## config.mk

```make
export PLATFORM = sky130hd
export DESIGN_NAME = pfgcd_top
export DESIGN_NICKNAME = d
export VERILOG_FILES = /design/src/pfgcd_pkg.sv /design/src/pfgcd_err_bank.sv /design/src/pfgcd_top.sv
export SDC_FILE = /design/constraint.sdc
export NUM_CORES = 1
export LEC_CHECK = 0
export BUFFER_PORTS_ARGS = -buffer_cell sky130_fd_sc_hd__clkbuf_2
export CELL_PAD_IN_SITES_DETAIL_PLACEMENT = 0
export CELL_PAD_IN_SITES_GLOBAL_PLACEMENT = 1
export CORE_MARGIN = 1
export CORE_UTILIZATION = 44
export CTS_BUF_LIST = sky130_fd_sc_hd__clkbuf_16
export CTS_CLUSTER_DIAMETER = 80
export CTS_CLUSTER_SIZE = 40
export DETAILED_ROUTE_END_ITERATION = 7
export PLACE_DENSITY_LB_ADDON = 0.08
export SLEW_MARGIN = 20
export SYNTH_ARGS = -nofsm -noshare
export SYNTH_HDL_FRONTEND = slang
export SYNTH_SLANG_ARGS = --single-unit
```

## constraint.sdc

```tcl
create_clock -name clk -period 4.2 [get_ports clk]
set_input_delay 0 -clock clk [delete_from_list [all_inputs] [get_ports clk]]
set_output_delay 0 -clock clk [all_outputs]
set_load 0.05 [all_outputs]
```

## src/pfgcd_pkg.sv

```systemverilog
// constants, field layouts and carrier types for the frame generator / checker diagnostics
// assumes one 100 MHz clock shared with the phy datapath and the management port
package pfgcd_pkg;
    localparam int unsigned CLK_PERIOD_NS = 10;
    // one byte at 10 Mb/s
    localparam int unsigned BYTE_TIME_NS = 800;
    localparam int unsigned BYTE_CYCLES = (BYTE_TIME_NS + CLK_PERIOD_NS - 1) / CLK_PERIOD_NS;
    localparam logic [7:0] BYTE_DIV_LAST = 8'(BYTE_CYCLES - 1);

    localparam logic [15:0] OFF_RX_ERR = 16'h8008;
    localparam logic [15:0] OFF_OSZ = 16'h800E;
    localparam logic [15:0] OFF_USZ = 16'h800F;
    localparam logic [15:0] OFF_ODD = 16'h8010;
    localparam logic [15:0] OFF_ODD_PRE = 16'h8011;
    localparam logic [15:0] OFF_FALSE = 16'h8013;
    localparam logic [15:0] OFF_PATTERN_SOURCE_ENABLE = 16'h8020;
    localparam logic [15:0] OFF_CTRL = 16'h8021;
    localparam logic [15:0] OFF_CONT = 16'h8022;
    localparam logic [15:0] OFF_LEN = 16'h8025;
    localparam logic [15:0] OFF_GAP = 16'h8026;
    localparam logic [15:0] OFF_NFRM_H = 16'h8027;
    localparam logic [15:0] OFF_NFRM_L = 16'h8028;
    localparam logic [15:0] OFF_DONE = 16'h8029;

    localparam logic [2:0] RST_PAT = 3'h1;
    localparam logic [15:0] RST_LEN = 16'h006B;
    localparam logic [15:0] RST_GAP = 16'h000C;
    localparam logic [15:0] RST_NFRM_H = 16'h0000;
    localparam logic [15:0] RST_NFRM_L = 16'h0100;
    localparam int unsigned RESTART_BIT = 3;

    localparam logic [15:0] MAX_FRAME_BYTES = 16'h05F2;
    localparam logic [15:0] MIN_FRAME_BYTES = 16'h0040;
    localparam logic [15:0] PRE_LAST = 16'h0007;
    localparam logic [15:0] HDR_LAST = 16'h000D;
    localparam logic [15:0] FCS_LAST = 16'h0003;
    localparam logic [7:0] PRE_BYTE = 8'h55;
    localparam logic [7:0] SFD_BYTE = 8'hD5;
    localparam logic [7:0] ALT_BYTE = 8'h55;
    localparam logic [7:0] DEC_START = 8'hFF;
    localparam logic [47:0] DST_ADDR = 48'hFFFFFFFFFFFF;
    localparam logic [31:0] CRC_POLY = 32'hEDB88320;
    localparam logic [15:0] LFSR_SEED = 16'hACE1;

    localparam int unsigned N_ERR = 5;
    localparam int unsigned ERR_OSZ = 0;
    localparam int unsigned ERR_USZ = 1;
    localparam int unsigned ERR_ODD = 2;
    localparam int unsigned ERR_ODD_PRE = 3;
    localparam int unsigned ERR_FALSE = 4;

    typedef enum logic [2:0] {
        PAT_STOP = 3'h0,
        PAT_RAND = 3'h1,
        PAT_ZERO = 3'h2,
        PAT_ONES = 3'h3,
        PAT_ALT = 3'h4,
        PAT_DEC = 3'h5
    } pfgcd_pat_t;

    typedef enum logic [5:0] {
        ST_IDLE = 6'h01,
        ST_PRE = 6'h02,
        ST_HDR = 6'h04,
        ST_DATA = 6'h08,
        ST_FCS = 6'h10,
        ST_GAP = 6'h20
    } pfgcd_state_t;

    typedef struct packed {
        logic rd;
        logic wr;
        logic [15:0] addr;
        logic [15:0] wdata;
    } pfgcd_mgmt_req_t;

    typedef struct packed {
        logic dv;
        logic nib_valid;
        logic sfd;
        logic bad_ssd;
    } pfgcd_rx_obs_t;

    typedef struct packed {
        logic en;
        logic [7:0] data;
    } pfgcd_tx_byte_t;
endpackage : pfgcd_pkg

```

## src/pfgcd_err_bank.sv

```systemverilog
// bank of live error counters with latched copies taken on one snapshot strobe
// assumes increments and snapshot come from logic on the same clock
`timescale 1ns/1ps
`default_nettype none
module pfgcd_err_bank #(
    parameter int unsigned N = 5,
    parameter int unsigned W = 16
) (
    input wire logic clk,
    input wire logic rst_n,
    input wire logic [N-1:0] inc,
    input wire logic snap,
    output logic [N-1:0][W-1:0] latched
);
    genvar g;
    generate
        for (g = 0; g < N; g++)
        begin : g_cnt
            logic [W-1:0] live_r;
            logic [W-1:0] live_nxt;
            logic [W-1:0] copy_r;
            // each lane owns its own copy so no two processes share the output
            assign latched[g] = copy_r;
            // an event in the snapshot cycle starts the new interval, never lost
            assign live_nxt = snap ? W'(inc[g]) : live_r + W'(inc[g]);
            always_ff @(posedge clk or negedge rst_n)
            begin
                if (!rst_n)
                begin
                    live_r <= '0;
                    copy_r <= '0;
                end
                else
                begin
                    live_r <= live_nxt;
                    if (snap)
                    begin
                        copy_r <= live_r;
                    end
                end
            end
        end
    endgenerate
endmodule : pfgcd_err_bank
`default_nettype wire

```

## src/pfgcd_top.sv

```systemverilog
// frame checker error counters, frame generator and phy transmit source select
// assumes rx observations and mac bytes come from same-clock phy logic
`timescale 1ns/1ps
`default_nettype none
module pfgcd_top #(
    parameter logic [47:0] SRC_ADDR = 48'h020000000001 // arbitrary value
) (
    input wire logic clk,
    input wire logic rst_n,
    input wire pfgcd_pkg::pfgcd_mgmt_req_t mgmt_req,
    output logic [15:0] mgmt_rdata,
    output logic mgmt_rvalid,
    input wire logic diagnostic_clock_enable,
    input wire pfgcd_pkg::pfgcd_rx_obs_t rx_obs,
    input wire pfgcd_pkg::pfgcd_tx_byte_t mac_tx,
    output pfgcd_pkg::pfgcd_tx_byte_t phy_tx,
    output logic gen_selected
);
    import pfgcd_pkg::*;

    function automatic logic hit(input logic [15:0] a, input logic [15:0] off);
        return a == off;
    endfunction : hit

    function automatic logic [31:0] crc_byte(input logic [31:0] c, input logic [7:0] d);
        logic [31:0] r;
        r = c ^ {24'h000000, d};
        for (int i = 0; i < 8; i++)
        begin
            r = r[0] ? ((r >> 1) ^ CRC_POLY) : (r >> 1);
        end
        return r;
    endfunction : crc_byte

    // management decode
    logic wr_en;
    logic rd_en;
    logic [15:0] wd;
    assign wr_en = mgmt_req.wr;
    assign rd_en = mgmt_req.rd;
    assign wd = mgmt_req.wdata;

    logic pattern_source_enable_r;
    logic [2:0] pat_r;
    logic restart_r;
    logic cont_r;
    logic [15:0] len_r;
    logic [15:0] gap_r;
    logic [15:0] nfrm_h_r;
    logic [15:0] nfrm_l_r;
    logic done_r;
    logic [15:0] tally_r;

    // checker
    logic dv_q_r;
    logic in_data_r;
    logic [7:0] pre_nib_r;
    logic [15:0] data_nib_r;
    logic [15:0] rx_bytes;
    logic frame_end;
    logic nib_in;
    logic [N_ERR-1:0] err_inc;
    logic snap;
    logic [N_ERR-1:0][15:0] err_latched;

    assign nib_in = rx_obs.dv & rx_obs.nib_valid;
    assign frame_end = dv_q_r & ~rx_obs.dv & in_data_r;
    assign rx_bytes = {1'b0, data_nib_r[15:1]};
    assign err_inc[ERR_OSZ] = frame_end & (rx_bytes > MAX_FRAME_BYTES);
    assign err_inc[ERR_USZ] = frame_end & (rx_bytes < MIN_FRAME_BYTES);
    assign err_inc[ERR_ODD] = frame_end & data_nib_r[0];
    assign err_inc[ERR_ODD_PRE] = rx_obs.sfd & ~in_data_r & pre_nib_r[0];
    assign err_inc[ERR_FALSE] = rx_obs.bad_ssd;
    assign snap = rd_en & hit(mgmt_req.addr, OFF_RX_ERR);

    always_ff @(posedge clk or negedge rst_n)
    begin
        if (!rst_n)
        begin
            dv_q_r <= 1'b0;
            in_data_r <= 1'b0;
            pre_nib_r <= '0;
            data_nib_r <= '0;
            tally_r <= '0;
        end
        else
        begin
            dv_q_r <= rx_obs.dv;
            if (!rx_obs.dv)
            begin
                in_data_r <= 1'b0;
                pre_nib_r <= '0;
                data_nib_r <= '0;
            end
            else if (rx_obs.sfd)
            begin
                in_data_r <= 1'b1;
            end
            else if (nib_in && in_data_r && data_nib_r != 16'hFFFF)
            begin
                data_nib_r <= data_nib_r + 16'h0001;
            end
            else if (nib_in && !in_data_r)
            begin
                pre_nib_r <= pre_nib_r + 8'h01;
            end
            // self-clearing tally; an error in the read cycle is kept
            tally_r <= (snap ? 16'h0000 : tally_r) + 16'(|err_inc);
        end
    end

    pfgcd_err_bank #(
        .N(N_ERR),
        .W(16)
    ) u_err_bank (
        .clk(clk),
        .rst_n(rst_n),
        .inc(err_inc),
        .snap(snap),
        .latched(err_latched)
    );

    // generator
    pfgcd_state_t state_r;
    logic [7:0] div_r;
    logic tick;
    logic pattern_source_enable_q_r;
    logic run_r;
    logic [31:0] left_r;
    logic [15:0] idx_r;
    logic [31:0] crc_r;
    logic [15:0] lfsr_r;
    logic [7:0] dec_r;
    pfgcd_pat_t frame_pat_r;
    logic done_set;
    logic start;
    logic gen_ok;
    logic [7:0] hdr_byte;
    logic [7:0] data_byte;
    logic [7:0] gen_byte;
    logic [95:0] hdr_bits;
    logic last_gap;
    logic burst_out;

    assign tick = div_r == BYTE_DIV_LAST;
    // generator starts no new frame without the diagnostic clock; a frame in flight still finishes
    assign gen_ok = pattern_source_enable_r & diagnostic_clock_enable;
    assign start = gen_ok & ((pattern_source_enable_r & ~pattern_source_enable_q_r) | restart_r);
    assign burst_out = ~cont_r & (left_r == 32'h0000_0000);
    assign hdr_bits = {DST_ADDR, SRC_ADDR};
    assign hdr_byte = (idx_r == HDR_LAST - 16'h0001) ? len_r[15:8] :
        (idx_r == HDR_LAST) ? len_r[7:0] :
        hdr_bits[8'(95 - 8 * idx_r[3:0]) -: 8];
    assign data_byte = (frame_pat_r == PAT_RAND) ? lfsr_r[7:0] :
        (frame_pat_r == PAT_ONES) ? 8'hFF :
        (frame_pat_r == PAT_ALT) ? ALT_BYTE :
        (frame_pat_r == PAT_DEC) ? dec_r : 8'h00;
    assign gen_byte = (state_r == ST_PRE) ? ((idx_r == PRE_LAST) ? SFD_BYTE : PRE_BYTE) :
        (state_r == ST_HDR) ? hdr_byte :
        (state_r == ST_DATA) ? data_byte :
        (state_r == ST_FCS) ? ~crc_r[8 * idx_r[1:0] +: 8] : 8'h00;
    assign last_gap = ({1'b0, idx_r} + 17'h00001) >= {1'b0, gap_r};
    assign done_set = tick & (state_r == ST_IDLE) & run_r & burst_out;

    always_ff @(posedge clk or negedge rst_n)
    begin
        if (!rst_n)
        begin
            div_r <= '0;
            pattern_source_enable_q_r <= 1'b0;
            run_r <= 1'b0;
            left_r <= '0;
        end
        else
        begin
            div_r <= tick ? 8'h00 : div_r + 8'h01;
            pattern_source_enable_q_r <= pattern_source_enable_r;
            if (start)
            begin
                run_r <= 1'b1;
                left_r <= {nfrm_h_r, nfrm_l_r};
            end
            else if (done_set || !pattern_source_enable_r)
            begin
                run_r <= 1'b0;
            end
            else if (tick && state_r == ST_FCS && idx_r == FCS_LAST && !cont_r
                && left_r != 32'h0000_0000)
            begin
                left_r <= left_r - 32'h0000_0001;
            end
        end
    end

    always_ff @(posedge clk or negedge rst_n)
    begin
        if (!rst_n)
        begin
            state_r <= ST_IDLE;
            idx_r <= '0;
            crc_r <= '0;
            lfsr_r <= LFSR_SEED;
            dec_r <= DEC_START;
            frame_pat_r <= PAT_STOP;
        end
        else if (tick)
        begin
            idx_r <= idx_r + 16'h0001;
            case (state_r)
                ST_IDLE:
                begin
                    idx_r <= '0;
                    // stop pattern, disable or spent burst: no new frame
                    if (run_r && gen_ok && !burst_out && pat_r != PAT_STOP)
                    begin
                        state_r <= ST_PRE;
                        frame_pat_r <= pfgcd_pat_t'(pat_r);
                    end
                end
                ST_PRE:
                begin
                    if (idx_r == PRE_LAST)
                    begin
                        state_r <= ST_HDR;
                        idx_r <= '0;
                        crc_r <= 32'hFFFF_FFFF;
                        dec_r <= DEC_START;
                    end
                end
                ST_HDR:
                begin
                    crc_r <= crc_byte(crc_r, gen_byte);
                    if (idx_r == HDR_LAST)
                    begin
                        state_r <= (len_r == 16'h0000) ? ST_FCS : ST_DATA;
                        idx_r <= '0;
                    end
                end
                ST_DATA:
                begin
                    crc_r <= crc_byte(crc_r, gen_byte);
                    lfsr_r <= {lfsr_r[14:0], lfsr_r[15] ^ lfsr_r[13] ^ lfsr_r[12] ^ lfsr_r[10]};
                    dec_r <= dec_r - 8'h01;
                    if (idx_r == len_r - 16'h0001)
                    begin
                        state_r <= ST_FCS;
                        idx_r <= '0;
                    end
                end
                ST_FCS:
                begin
                    if (idx_r == FCS_LAST)
                    begin
                        state_r <= ST_GAP;
                        idx_r <= '0;
                    end
                end
                ST_GAP:
                begin
                    if (last_gap)
                    begin
                        state_r <= ST_IDLE;
                    end
                end
                default:
                begin
                    state_r <= ST_IDLE;
                end
            endcase
        end
    end

    // transmit source: a frame in flight keeps the generator selected
    logic sel_gen;
    logic in_frame;
    pfgcd_tx_byte_t tx_nxt;
    assign in_frame = (state_r != ST_IDLE) & (state_r != ST_GAP);
    assign sel_gen = pattern_source_enable_r | in_frame;
    assign tx_nxt = sel_gen ? pfgcd_tx_byte_t'{en: in_frame, data: gen_byte} : mac_tx;

    // register file
    logic [15:0] rd_mux;
    logic [15:0] a;
    assign a = mgmt_req.addr;
    assign rd_mux = hit(a, OFF_RX_ERR) ? tally_r :
        hit(a, OFF_OSZ) ? err_latched[ERR_OSZ] :
        hit(a, OFF_USZ) ? err_latched[ERR_USZ] :
        hit(a, OFF_ODD) ? err_latched[ERR_ODD] :
        hit(a, OFF_ODD_PRE) ? err_latched[ERR_ODD_PRE] :
        hit(a, OFF_FALSE) ? err_latched[ERR_FALSE] :
        hit(a, OFF_PATTERN_SOURCE_ENABLE) ? {15'h0000, pattern_source_enable_r} :
        hit(a, OFF_CTRL) ? {12'h000, restart_r, pat_r} :
        hit(a, OFF_CONT) ? {15'h0000, cont_r} :
        hit(a, OFF_LEN) ? len_r :
        hit(a, OFF_GAP) ? gap_r :
        hit(a, OFF_NFRM_H) ? nfrm_h_r :
        hit(a, OFF_NFRM_L) ? nfrm_l_r :
        hit(a, OFF_DONE) ? {15'h0000, done_r} : 16'h0000;

    always_ff @(posedge clk or negedge rst_n)
    begin
        if (!rst_n)
        begin
            pattern_source_enable_r <= 1'b0;
            pat_r <= RST_PAT;
            restart_r <= 1'b0;
            cont_r <= 1'b0;
            len_r <= RST_LEN;
            gap_r <= RST_GAP;
            nfrm_h_r <= RST_NFRM_H;
            nfrm_l_r <= RST_NFRM_L;
            done_r <= 1'b0;
            mgmt_rdata <= '0;
            mgmt_rvalid <= 1'b0;
            phy_tx <= '0;
            gen_selected <= 1'b0;
        end
        else
        begin
            restart_r <= wr_en & hit(a, OFF_CTRL) & wd[RESTART_BIT];
            if (wr_en && hit(a, OFF_PATTERN_SOURCE_ENABLE))
            begin
                pattern_source_enable_r <= wd[0];
            end
            if (wr_en && hit(a, OFF_CTRL))
            begin
                pat_r <= wd[2:0];
            end
            if (wr_en && hit(a, OFF_CONT))
            begin
                cont_r <= wd[0];
            end
            if (wr_en && hit(a, OFF_LEN))
            begin
                len_r <= wd;
            end
            if (wr_en && hit(a, OFF_GAP))
            begin
                gap_r <= wd;
            end
            if (wr_en && hit(a, OFF_NFRM_H))
            begin
                nfrm_h_r <= wd;
            end
            if (wr_en && hit(a, OFF_NFRM_L))
            begin
                nfrm_l_r <= wd;
            end
            // set wins over the clearing read
            done_r <= done_set | (done_r & ~(rd_en & hit(a, OFF_DONE)));
            mgmt_rvalid <= rd_en;
            if (rd_en)
            begin
                mgmt_rdata <= rd_mux;
            end
            phy_tx <= tx_nxt;
            gen_selected <= sel_gen;
        end
    end
endmodule : pfgcd_top
`default_nettype wire

```

# Yosys cells after proc, flatten, opt, wreduce, memory -nomap -nowiden
# Index checks and enable logic that the tools add are counted.
[totals] regBits=423 input_bits=50 output_inout_bits=27 elab_cells=258
[op_classes] n_addsub=15 order_cmp=3 n_eq_ne=45 n_shift=2 muxes=72 bitwise_logic=42 reduce_logical=40
[op_table] operator="2-to-1 mux 16 bit" n=26
[op_table] operator="2-to-1 mux 32 bit" n=12
[op_table] operator="equality test 16 bit, second input constant" n=14
[op_table] operator="2-to-1 mux 8 bit" n=17
[op_table] operator="inverter 13 -> 14 bit" n=8
[op_table] operator="indexed part select 103 x 9 -> 8 bit, first input constant" n=1
[op_table] operator="adder 16 x 1 -> 16 bit" n=6
[op_table] operator="one-hot mux 16 bit (5 select lines)" n=1
[op_table] operator="one-hot mux 32 bit (2 select lines)" n=1
[op_table] operator="2-to-1 mux 6 bit" n=6
[op_table] operator="one-hot mux 6 bit (6 select lines)" n=1
[op_table] operator="adder 16 x 1 -> 16 bit, second input constant" n=2
[op_table] operator="equality test 16 x 4 -> 1 bit, second input constant" n=2
[op_table] operator="logical NOT 32 bit" n=1
[op_table] operator="nonzero test 32 bit" n=1
[op_table] operator="indexed part select 32 x 6 -> 8 bit" n=1
[op_table] operator="subtractor 32 x 1 -> 32 bit, second input constant" n=1
[op_table] operator="bitwise XOR 32 x 8 -> 32 bit" n=1
[op_table] operator="AND 1 bit" n=21
[op_table] operator="adder 16 x 1 -> 17 bit, second input constant" n=1
[op_table] operator="greater-or-equal comparator 17 x 16 -> 1 bit" n=1
[op_table] operator="logical AND 1 bit" n=17
[op_table] operator="adder 8 x 1 -> 8 bit, second input constant" n=2
[op_table] operator="equality test 16 bit" n=1
[op_table] operator="other kinds (40)" n=74

# Longest topological paths before layout
# Gate-level depths: netlist of the first run.
[depth] word_depth=26 mapped_depth=18 ltp_nobuf=15

# Modules after synthesis
# From an unflattened synthesis of the first run, not the netlist that was laid out.
[unflattened] hier_cells=2173 hier_area_um2=22263.9
[modules_own_cells] mod="pfgcd_top" n_inst=1 cells_per_inst=1586 area_each_um2=15217.1 seq_area_each_um2=6438.7
[modules_own_cells] mod="pfgcd_err_bank" n_inst=1 cells_per_inst=587 area_each_um2=7046.8 seq_area_each_um2=4003.8

# Worst setup path after synthesis of the first run
# OpenSTA, ideal clock, no wires.
[synth_path] path_kind="flip-flop to flip-flop" from="register idx_r[1]" to="register state_r[2]" setup_time_ns=0.125 t_arrival_ns=3.886 required_ns=4.075 slack_ns=0.189 stages_incl_launch_ff=18 n_path_buf=3 synth_period_minus_slack_ns=4.011 cell_sequence="dfrtp_1 -> clkbuf_1 -> inv_1 -> nor3_1 -> nand3_1 -> nor2_1 -> and3_1 -> clkbuf_1 -> nand4_1 -> xnor2_1 -> ha_1 -> a2111oi_0 -> nand2_1 -> a31oi_1 -> o2111ai_1 -> or3b_2 -> clkbuf_1 -> mux2_2"
[synth_between] elab_chain_cells=4 word_cells_on_any_way=12 cone_classes="add/sub (1); order compare (1); eq/ne (9); reduce/logical (1)"
[synth_rtl] element="start, declared" line_no="pfgcd_top.sv:130" text="logic [15:0] idx_r;"
[synth_rtl] element="start signal, assigned" line_no="pfgcd_top.sv:208" text="idx_r <= idx_r + 16'h0001;"
[synth_rtl] element="adder 16 x 1 -> 17 bit" line_no="pfgcd_top.sv:162" text="assign last_gap = ({1'b0, idx_r} + 17'h00001) >= {1'b0, gap_r};"
[synth_rtl] element="greater-or-equal comparator 17 x 16 -> 1 bit" line_no="pfgcd_top.sv:162"
[synth_rtl] element="inequality test 2 bit (no source line)"
[synth_rtl] element="AND reduction 7 bit (no source line) *"
[synth_rtl] element="end signal, assigned" line_no="pfgcd_top.sv:235" text="state_r <= (len_r == 16'h0000) ? ST_FCS : ST_DATA;"
[synth_rtl] element="end, declared" line_no="pfgcd_top.sv:124" text="pfgcd_state_t state_r;"
# Mark *: on every way between the ends. The rest lies on a longest branch, timed or not.
# A chain may end at the register's enable or synchronous reset.

# Worst setup path after layout of the first run
[layout_path] from="register idx_r[1]" to="register state_r[3]"
# Same word-level chain as after synthesis.

==> summary.md, run 1 <==
| Metric | Value |
|---|---|
| Setup WS post-layout | `0.265 ns` |
| CTS buffer count | `29` |
| Proportion of synthesized area in mux cells | `4.62%` |
| GPL Wtd Cong | `0.882` |
| Setup Skew | `0.0408 ns` |
| Num rows | `81` |
| Post-synth EDFFs | `0` |
| Slew HR | `36.0%` |
| Reg clk slew, reported paths | `0.11 ns` |
| Crit path DAT | `4.41 ns` |
| Areal power density over the cells | `318 nW/um^2` |
| Die Y | `226 microns` |
| CP startpoint kind | `register` |
| Routed via count | `16900` |
| Largest family of logic cells by synthesized area | `simple AND/OR/NAND/NOR gates` |
| CTS HTree Levels | `1` |
| Pre-CTS WS | `0.344 ns` |
| Max Cap Viol | `0` |
| Post-layout util | `50.3%` |
| RSZ-0062 raised after global routing | `no` |
| Initial DRT Pass Iterations | `5` |
| Layout cells sized above 1 | `13.0%` |
| IO Pins | `77` |
| Hold Path Stages | `4` |
| HPWL Detailed | `43900 microns` |
| Yosys top cell by area | `dfrtp_1` |
| Synthesized area | `22100 sq um` |
| Slew @ Worst Pin | `0.957 ns` |
| Worst Path Class, Setup | `reg -> reg` |
| Largest cells by area after synthesis | `dfrtp_1 44%, nand2_1 8.3%, xnor2_1 5.5%` |
| Post-synthesis compound-gate area fraction | `10.8%` |
| Area growth, synth to finish | `12.1%` |
| Peak VDD IR | `0.332 mV` |
| CP endpoint kind | `register` |
| Sw Ratio | `27.4%` |
| Hold_ws | `0.0373 ns` |
| Post-Synth XOR/XNOR Area | `11.1%` |
| Worst reg-to-reg path cell count | `14` |
| Drt drc | `0` |
| Leak | `11.4 nW` |
| CTS sink count | `416` |
| Status | `complete, no violations` |
| Drt total wl | `61500 microns` |
| Final TNS setup | `0 ns` |
| Post-synth ARST share | `100%` |
| CTS tree | `done` |
| Antenna violations before repair | `1` |
| Tot Pwr | `7.87 mW` |
| P_int | `5.71 mW` |
| Initial drt markers | `1203` |
| Die area | `51000 sq um` |
| Vias per cell | `5.45` |
| Fin nets | `2508` |
| Crit path max-delay cell type | `a2111oi_1` |
| Vias in the first global route | `16300` |
| Final Hold Vio Count | `0` |
| Storage element area | `10400 sq um` |
| Clock network fraction of design power | `40.2%` |
| Comb pwr share | `5.7%` |
| I/O Buffers | `76` |
| Main synth FF type | `dfrtp_1` |
| Sequential area share after synthesis | `47.4%` |
| Clock latency on the worst-skew pair | `0.63 ns` |
| N_diodes | `0` |
| Clock tree buffer depth | `3` |
| Synth Register Bits | `416` |
| Slew Limit Fails | `0` |
| Per-cell routed wire length | `19.8 microns` |
| Critical Path Fanout Max | `6` |
| CP peak stage delay | `0.40 ns` |
| Multi-input logic area | `11000 sq um` |
| Final setup fails | `0` |
| Syn Inst Count | `2339` |
| Yosys cell types | `82` |
| Post-Syn Nets | `2430` |
| Crit share post-route | `93.7%` |
| Yosys warns | `0` |
| Min Tclk post-route | `3.93 ns` |
| Root buffer cell | `clkbuf_16` |
| Initial core utilization | `44.9%` |
| Net Switching | `2.16 mW` |
| Seq pwr share | `54.1%` |
| Post-DRT Antenna Nets | `0` |
| Syn_area_per_cell | `9.43 sq um` |
| Req. time, crit path | `4.68 ns` |
| Adder-cell share of the synthesized area | `2.33%` |
| Hold crit path type | `in -> reg` |
| GR Overflow Total | `0` |
| Largest net degree at the start of global routing | `148` |
| Fillers | `4594` |
| Max Freq | `254 MHz` |
| Die X-Extent | `226 microns` |
| CP cell instances | `inv_1 > nor3_1 > nand3_1 > nor2_1 > and3_1 > nand4_1 > xnor2_1 > ha_1 > a2111oi_1 > nand2_1 > a31oi_1 > o2111ai_1 > or3b_2 > mux2_2` |
| Total track usage | `24.5%` |
| First-pass GRT wire length | `96400 microns` |
| Synth top area share | `44.3%` |
| Post-synthesis simple-gate area fraction | `20.9%` |
| Core footprint | `49200 sq um` |
synth_stat cells, drive strengths merged, types with 8 or more instances:
library cell,count
and3,28
clkbuf,101
a31oi,11
nor2,210
nand2b,13
a211oi,13
dfrtp,390
nor2b,15
a21o,12
xor2,89
mux4,8
inv,49
mux2,63
and2,33
o2bb2ai,13
nor3,39
a221oi,9
o22ai,17
mux2i,13
nand2,487
a21oi,71
nand3,73
nand4,33
nor4,25
o221ai,8
o21ai,144
dfstp,26
a22o,8
buf,13
xnor2,150
or3,21
ha,41
o22a,12
cell usage in the layout, fill, tap and decap left out, types with 10 or more instances in the layout:
cell type,synthesis,routed
xnor2_4,10,10
buf_4,1,37
o22ai_1,17,17
ha_1,41,41
a211oi_1,10,10
nand4_1,33,33
dfstp_2,26,26
and3_1,28,28
nor4_1,22,22
o21ai_0,141,141
nand2_1,487,486
dfrtp_1,390,390
xor2_1,82,82
a21oi_1,71,70
o2bb2ai_1,13,13
and2_1,32,32
nand3_1,73,73
nor3_1,39,37
a21o_1,12,12
inv_1,49,49
mux2_2,63,63
dlygate4sd3_1,0,43
clkbuf_16,0,29
mux2i_1,13,13
clkbuf_2,0,75
xnor2_1,138,138
nor2b_1,15,15
o22a_1,12,12
nor2_1,210,208
or3_1,21,21
nand2b_1,13,13
area by class of cell:
type | count | share of cell area [%]
multi-input combinational | 1758 | 44.5
sequential | 416 | 42.3
timing repair buffer | 161 | 4.88
tap | 664 | 3.36
clock buffer | 29 | 2.94
clock inverter | 25 | 1.27
inverter | 51 | 0.775
cells by family (layout without fill, tap and decap cells):
family                   after synthesis  after routing
AO/OA/AOI/OAI                        371            371
XOR/XNOR                             242            242
adder cells (fa/ha/maj)               41             41
buffers and inverters                165            266
flip-flops                           416            416
multiplexers                          84             84
AND/OR/NAND/NOR                     1020           1020
routing by layer:
layer	vias up	GRT usage, %	routed length [microns]
met3	79	3.36	2700
met2	333	38.8	28300
met4	0	5.82	1540
met5	-	0	0
met1	8368	35.3	29000
li1	8128	-	-
stage by stage:
stage                     cells  area (sq um)
after floorplan            2339         22100
after global placement     3006         23200
after detailed placement   3006         23200
after CTS                  3104         24700
after global routing       3104         24700
final                      3104         24700
power by group through the flow:
stage	combinational, mW	clock [mW]	sequential (mW)
floorplan	0.221	0	4.30
global placement	0.413	0	4.33
detailed placement	0.423	0	4.33
CTS	0.459	3.26	4.26
global route	0.515	3.39	4.28
finish	0.450	3.16	4.26
flip-flops by register name, indices dropped and copies added, names as in the netlist, 3 cells and up:
register / cells
crc_r: 32
frame_pat_r: 3
pat_r: 3
mgmt_rdata: 16
dec_r: 8
lfsr_r: 16
state_r: 6
u_err_bank.g_cnt.live_r: 80
nfrm_h_r: 16
phy_tx: 9
left_r: 32
div_r: 8
data_nib_r: 16
idx_r: 16
nfrm_l_r: 16
tally_r: 16
gap_r: 16
len_r: 16
u_err_bank.g_cnt.copy_r: 80
worst paths after layout:
kind | start | endpoint | slack, ns
worst max-delay path | idx_r[1] | state_r[3] | 0.27
worst min-delay path | mgmt_req[17] | cont_r | 0.04
worst max register to register | idx_r[1] | state_r[3] | 0.27
worst min register to register | div_r[0] | div_r[0] | 0.47
max in group asynchronous | rst_n | mgmt_rvalid | 2.78
min in group asynchronous | rst_n | nfrm_l_r[8] | 0.50
worst max-delay path, delay by kind of cell, from the launching register on:
family | cells | cell delay (ns)
AOI/OAI and AO/OA | 3 | 0.82
and+or+nand+nor | 7 | 1.71
DFF | 1 | 0.35
xor gates and xnor gates | 1 | 0.19
muxes | 1 | 0.35
buffers and inverters | 1 | 0.08
adders and majority gates | 1 | 0.32
timing repair:
item                                    4_1_cts  5_1_grt
resized for setup                             0        1
endpoints found under the hold margin       421        0
setup buffers                                 0        0
hold buffers                                 44        0
endpoints found under the setup margin        0        4
Note: power is estimated with default switching activity, not from simulation.
==> run 2, diff against run 1 <==
CAP_MARGIN = 40   (was not set)
CELL_PAD_IN_SITES_DETAIL_PLACEMENT = not set   (was 0)
CELL_PAD_IN_SITES_GLOBAL_PLACEMENT = not set   (was 1)
CORE_UTILIZATION = 45   (was 44)
MAX_ROUTING_LAYER = met4   (was not set)
==> run 2 against run 1 <==
First-iteration DRC count increased by 2.1%. Sequential share of layout area decreased by 0.13 points. Sequential power about the same. Utilization increased by 1.3 points. Die area decreased by 2.2%. Flip-flop and latch count unchanged. Via count decreased by 0.10%. Register-to-register slack improved by 0.19 ns. Critical endpoint unchanged. Largest cell class unchanged.
==> summary.md, run 2 (same netlist as run 1, synthesis figures left out) <==
| Metric | Value |
|---|---|
| CTS sink count | `416 (unchanged)` |
| CP startpoint kind | `register (unchanged)` |
| P_int | `5.73 mW (was 5.71 mW)` |
| Max Freq | `267 MHz (was 254 MHz)` |
| Req. time, crit path | `4.70 ns (was 4.68 ns)` |
| Slew Limit Fails | `0 (unchanged)` |
| Leak | `11.4 nW (about the same)` |
| RSZ-0062 raised after global routing | `no (unchanged)` |
| Net Switching | `2.23 mW (was 2.16 mW)` |
| Final TNS setup | `0 ns (unchanged)` |
| Max Cap Viol | `0 (unchanged)` |
| Sw Ratio | `28.1% (was 27.4%)` |
| Drt total wl | `59900 microns (was 61500 microns)` |
| Vias per cell | `5.52 (was 5.45)` |
| Clock latency on the worst-skew pair | `0.63 ns (about the same)` |
| Most frequent cells in the layout | `486 x nand2_1, 390 x dfrtp_1, 208 x nor2_1 (unchanged)` |
| Core footprint | `48000 sq um (was 49200 sq um)` |
| First-pass GRT wire length | `96100 microns (was 96400 microns)` |
| Die area | `49900 sq um (was 51000 sq um)` |
| Fin nets | `2512 (was 2508)` |
| Area growth, synth to finish | `12.4% (was 12.1%)` |
| CTS buffer count | `28 (was 29)` |
| Die X-Extent | `223 microns (was 226 microns)` |
| IO Pins | `77 (unchanged)` |
| Most common cell after layout, fill and taps aside | `nand2_1 (unchanged)` |
| Die Y | `223 microns (was 226 microns)` |
| Final Hold Vio Count | `0 (unchanged)` |
| Comb pwr share | `5.5% (was 5.7%)` |
| Num rows | `80 (was 81)` |
| Areal power density over the cells | `321 nW/um^2 (was 318 nW/um^2)` |
| Post-layout util | `51.6% (was 50.3%)` |
| Post-CTS Setup Bufs | `0 (unchanged)` |
| Reg clk slew, reported paths | `0.12 ns (was 0.11 ns)` |
| Slew HR | `41.6% (was 36.0%)` |
| Post-DRT Antenna Nets | `0 (unchanged)` |
| CP endpoint kind | `register (unchanged)` |
| GPL Wtd Cong | `0.930 (was 0.882)` |
| GR Overflow Total | `0 (unchanged)` |
| Drt drc | `0 (unchanged)` |
| Hold crit path type | `in -> async (was in -> reg)` |
| Vias in the first global route | `16900 (was 16300)` |
| Crit share post-route | `89.2% (was 93.7%)` |
| Slew @ Worst Pin | `0.876 ns (was 0.957 ns)` |
| Antenna violations before repair | `2 (was 1)` |
| Clock tree buffer depth | `3 (unchanged)` |
| Initial drt markers | `1228 (was 1203)` |
| N_diodes | `0 (unchanged)` |
| Final setup fails | `0 (unchanged)` |
| Setup Skew | `0.0272 ns (was 0.0408 ns)` |
| Routed via count | `16900 (about the same)` |
| Per-cell routed wire length | `19.6 microns (was 19.8 microns)` |
| Min Tclk post-route | `3.75 ns (was 3.93 ns)` |
| Layout cells sized above 1 | `13.1% (was 13.0%)` |
| Crit path DAT | `4.25 ns (was 4.41 ns)` |
| Status | `complete, no violations (unchanged)` |
| CTS HTree Levels | `1 (unchanged)` |
| Largest net degree at the start of global routing | `108 (was 148)` |
| Worst Path Class, Setup | `reg -> reg (unchanged)` |
| Critical Path Fanout Max | `6 (unchanged)` |
| I/O Buffers | `76 (unchanged)` |
| Largest regs | `u_err_bank.g_cnt.copy_r (80), u_err_bank.g_cnt.live_r (80) (unchanged)` |
| Initial core utilization | `45.9% (was 44.9%)` |
| Initial DRT Pass Iterations | `5 (unchanged)` |
| CTS tree | `done (unchanged)` |
| Total track usage | `25.2% (was 24.5%)` |
| HPWL Detailed | `43100 microns (was 43900 microns)` |
| Root buffer cell | `clkbuf_16 (unchanged)` |
| Clock network fraction of design power | `40.9% (was 40.2%)` |
| Seq pwr share | `53.5% (was 54.1%)` |
| Peak VDD IR | `0.278 mV (was 0.332 mV)` |
## run 2: what timing repair did
action	in CTS	in global routing
hold buffers	45	0
endpoints found under the hold margin	215	0
setup endpoints to repair	0	0
resized for setup	0	0
## run 2: power by group through the flow
stage | Clock (mW) | Sequential [mW] | Combinational (mW)
floorplan | 0 | 4.30 | 0.221
global placement | 0 | 4.33 | 0.409
detailed placement | 0 | 4.34 | 0.417
CTS | 3.36 | 4.26 | 0.451
global route | 3.48 | 4.28 | 0.509
finish | 3.26 | 4.26 | 0.441
## run 2: final timing paths
path                                   start             to  slack (ns)  depth (start not counted)
worst max-delay path                idx_r[1]     state_r[3]        0.45                         14
worst min-delay path                   rst_n     left_r[26]       0.002                          2
worst max register to register      idx_r[1]     state_r[3]        0.45                         14
worst min register to register      div_r[0]       div_r[0]        0.46                          1
max in group asynchronous              rst_n  data_nib_r[8]        3.00                          3
min in group clk                mgmt_req[17]         cont_r        0.09                          4
## run 2: metal layers
layer / wire length, microns / vias up / GRT usage, % / part of all wire [%]
met4: 1270 / 0 / 5.30 / 2.1
li1: - / 8145 / - / -
met2: 27200 / 326 / 38.7 / 45
met3: 2540 / 85 / 3.25 / 4.2
met5: 0 / - / - / 0
met1: 28900 / 8335 / 35.9 / 48
## run 2: metrics by stage
stage / cell area (sq um) / hold slack (ns) / cells / power, mW / setup slack, ns
after detailed placement: 23200 / 0.142 / 2960 / 4.75 / 0.501
final: 24800 / 0.00227 / 3058 / 7.96 / 0.453
after CTS: 24800 / 0.0390 / 3057 / 8.07 / 0.454
after global placement: 23200 / 0.141 / 2957 / 4.74 / 0.561
after floorplan: 22100 / -0.296 / 2339 / 4.52 / 0.189
after global routing: 24800 / 0.0523 / 3058 / 8.27 / 0.0732
## run 2: area by class of cell
type / count / area [sq um]
clock buffer: 28 / 701
clock inverter: 24 / 408
fill: 4508 / 23300
inverter: 51 / 191
multi-input combinational: 1758 / 11000
sequential: 416 / 10400
tap: 615 / 769
timing repair buffer: 166 / 1280
## run 2: critical path, cell delays in order (launching register included)
cell and delay (ns):
dfrtp_1 0.36, inv_1 0.08, nor3_1 0.32, nand3_1 0.16, nor2_1 0.14, and3_1 0.28
nand4_1 0.19, xnor2_1 0.24, ha_1 0.28, a2111oi_0 0.40, nand2_1 0.09, a31oi_1 0.16
o2111ai_1 0.24, or3b_2 0.34, mux2_2 0.34
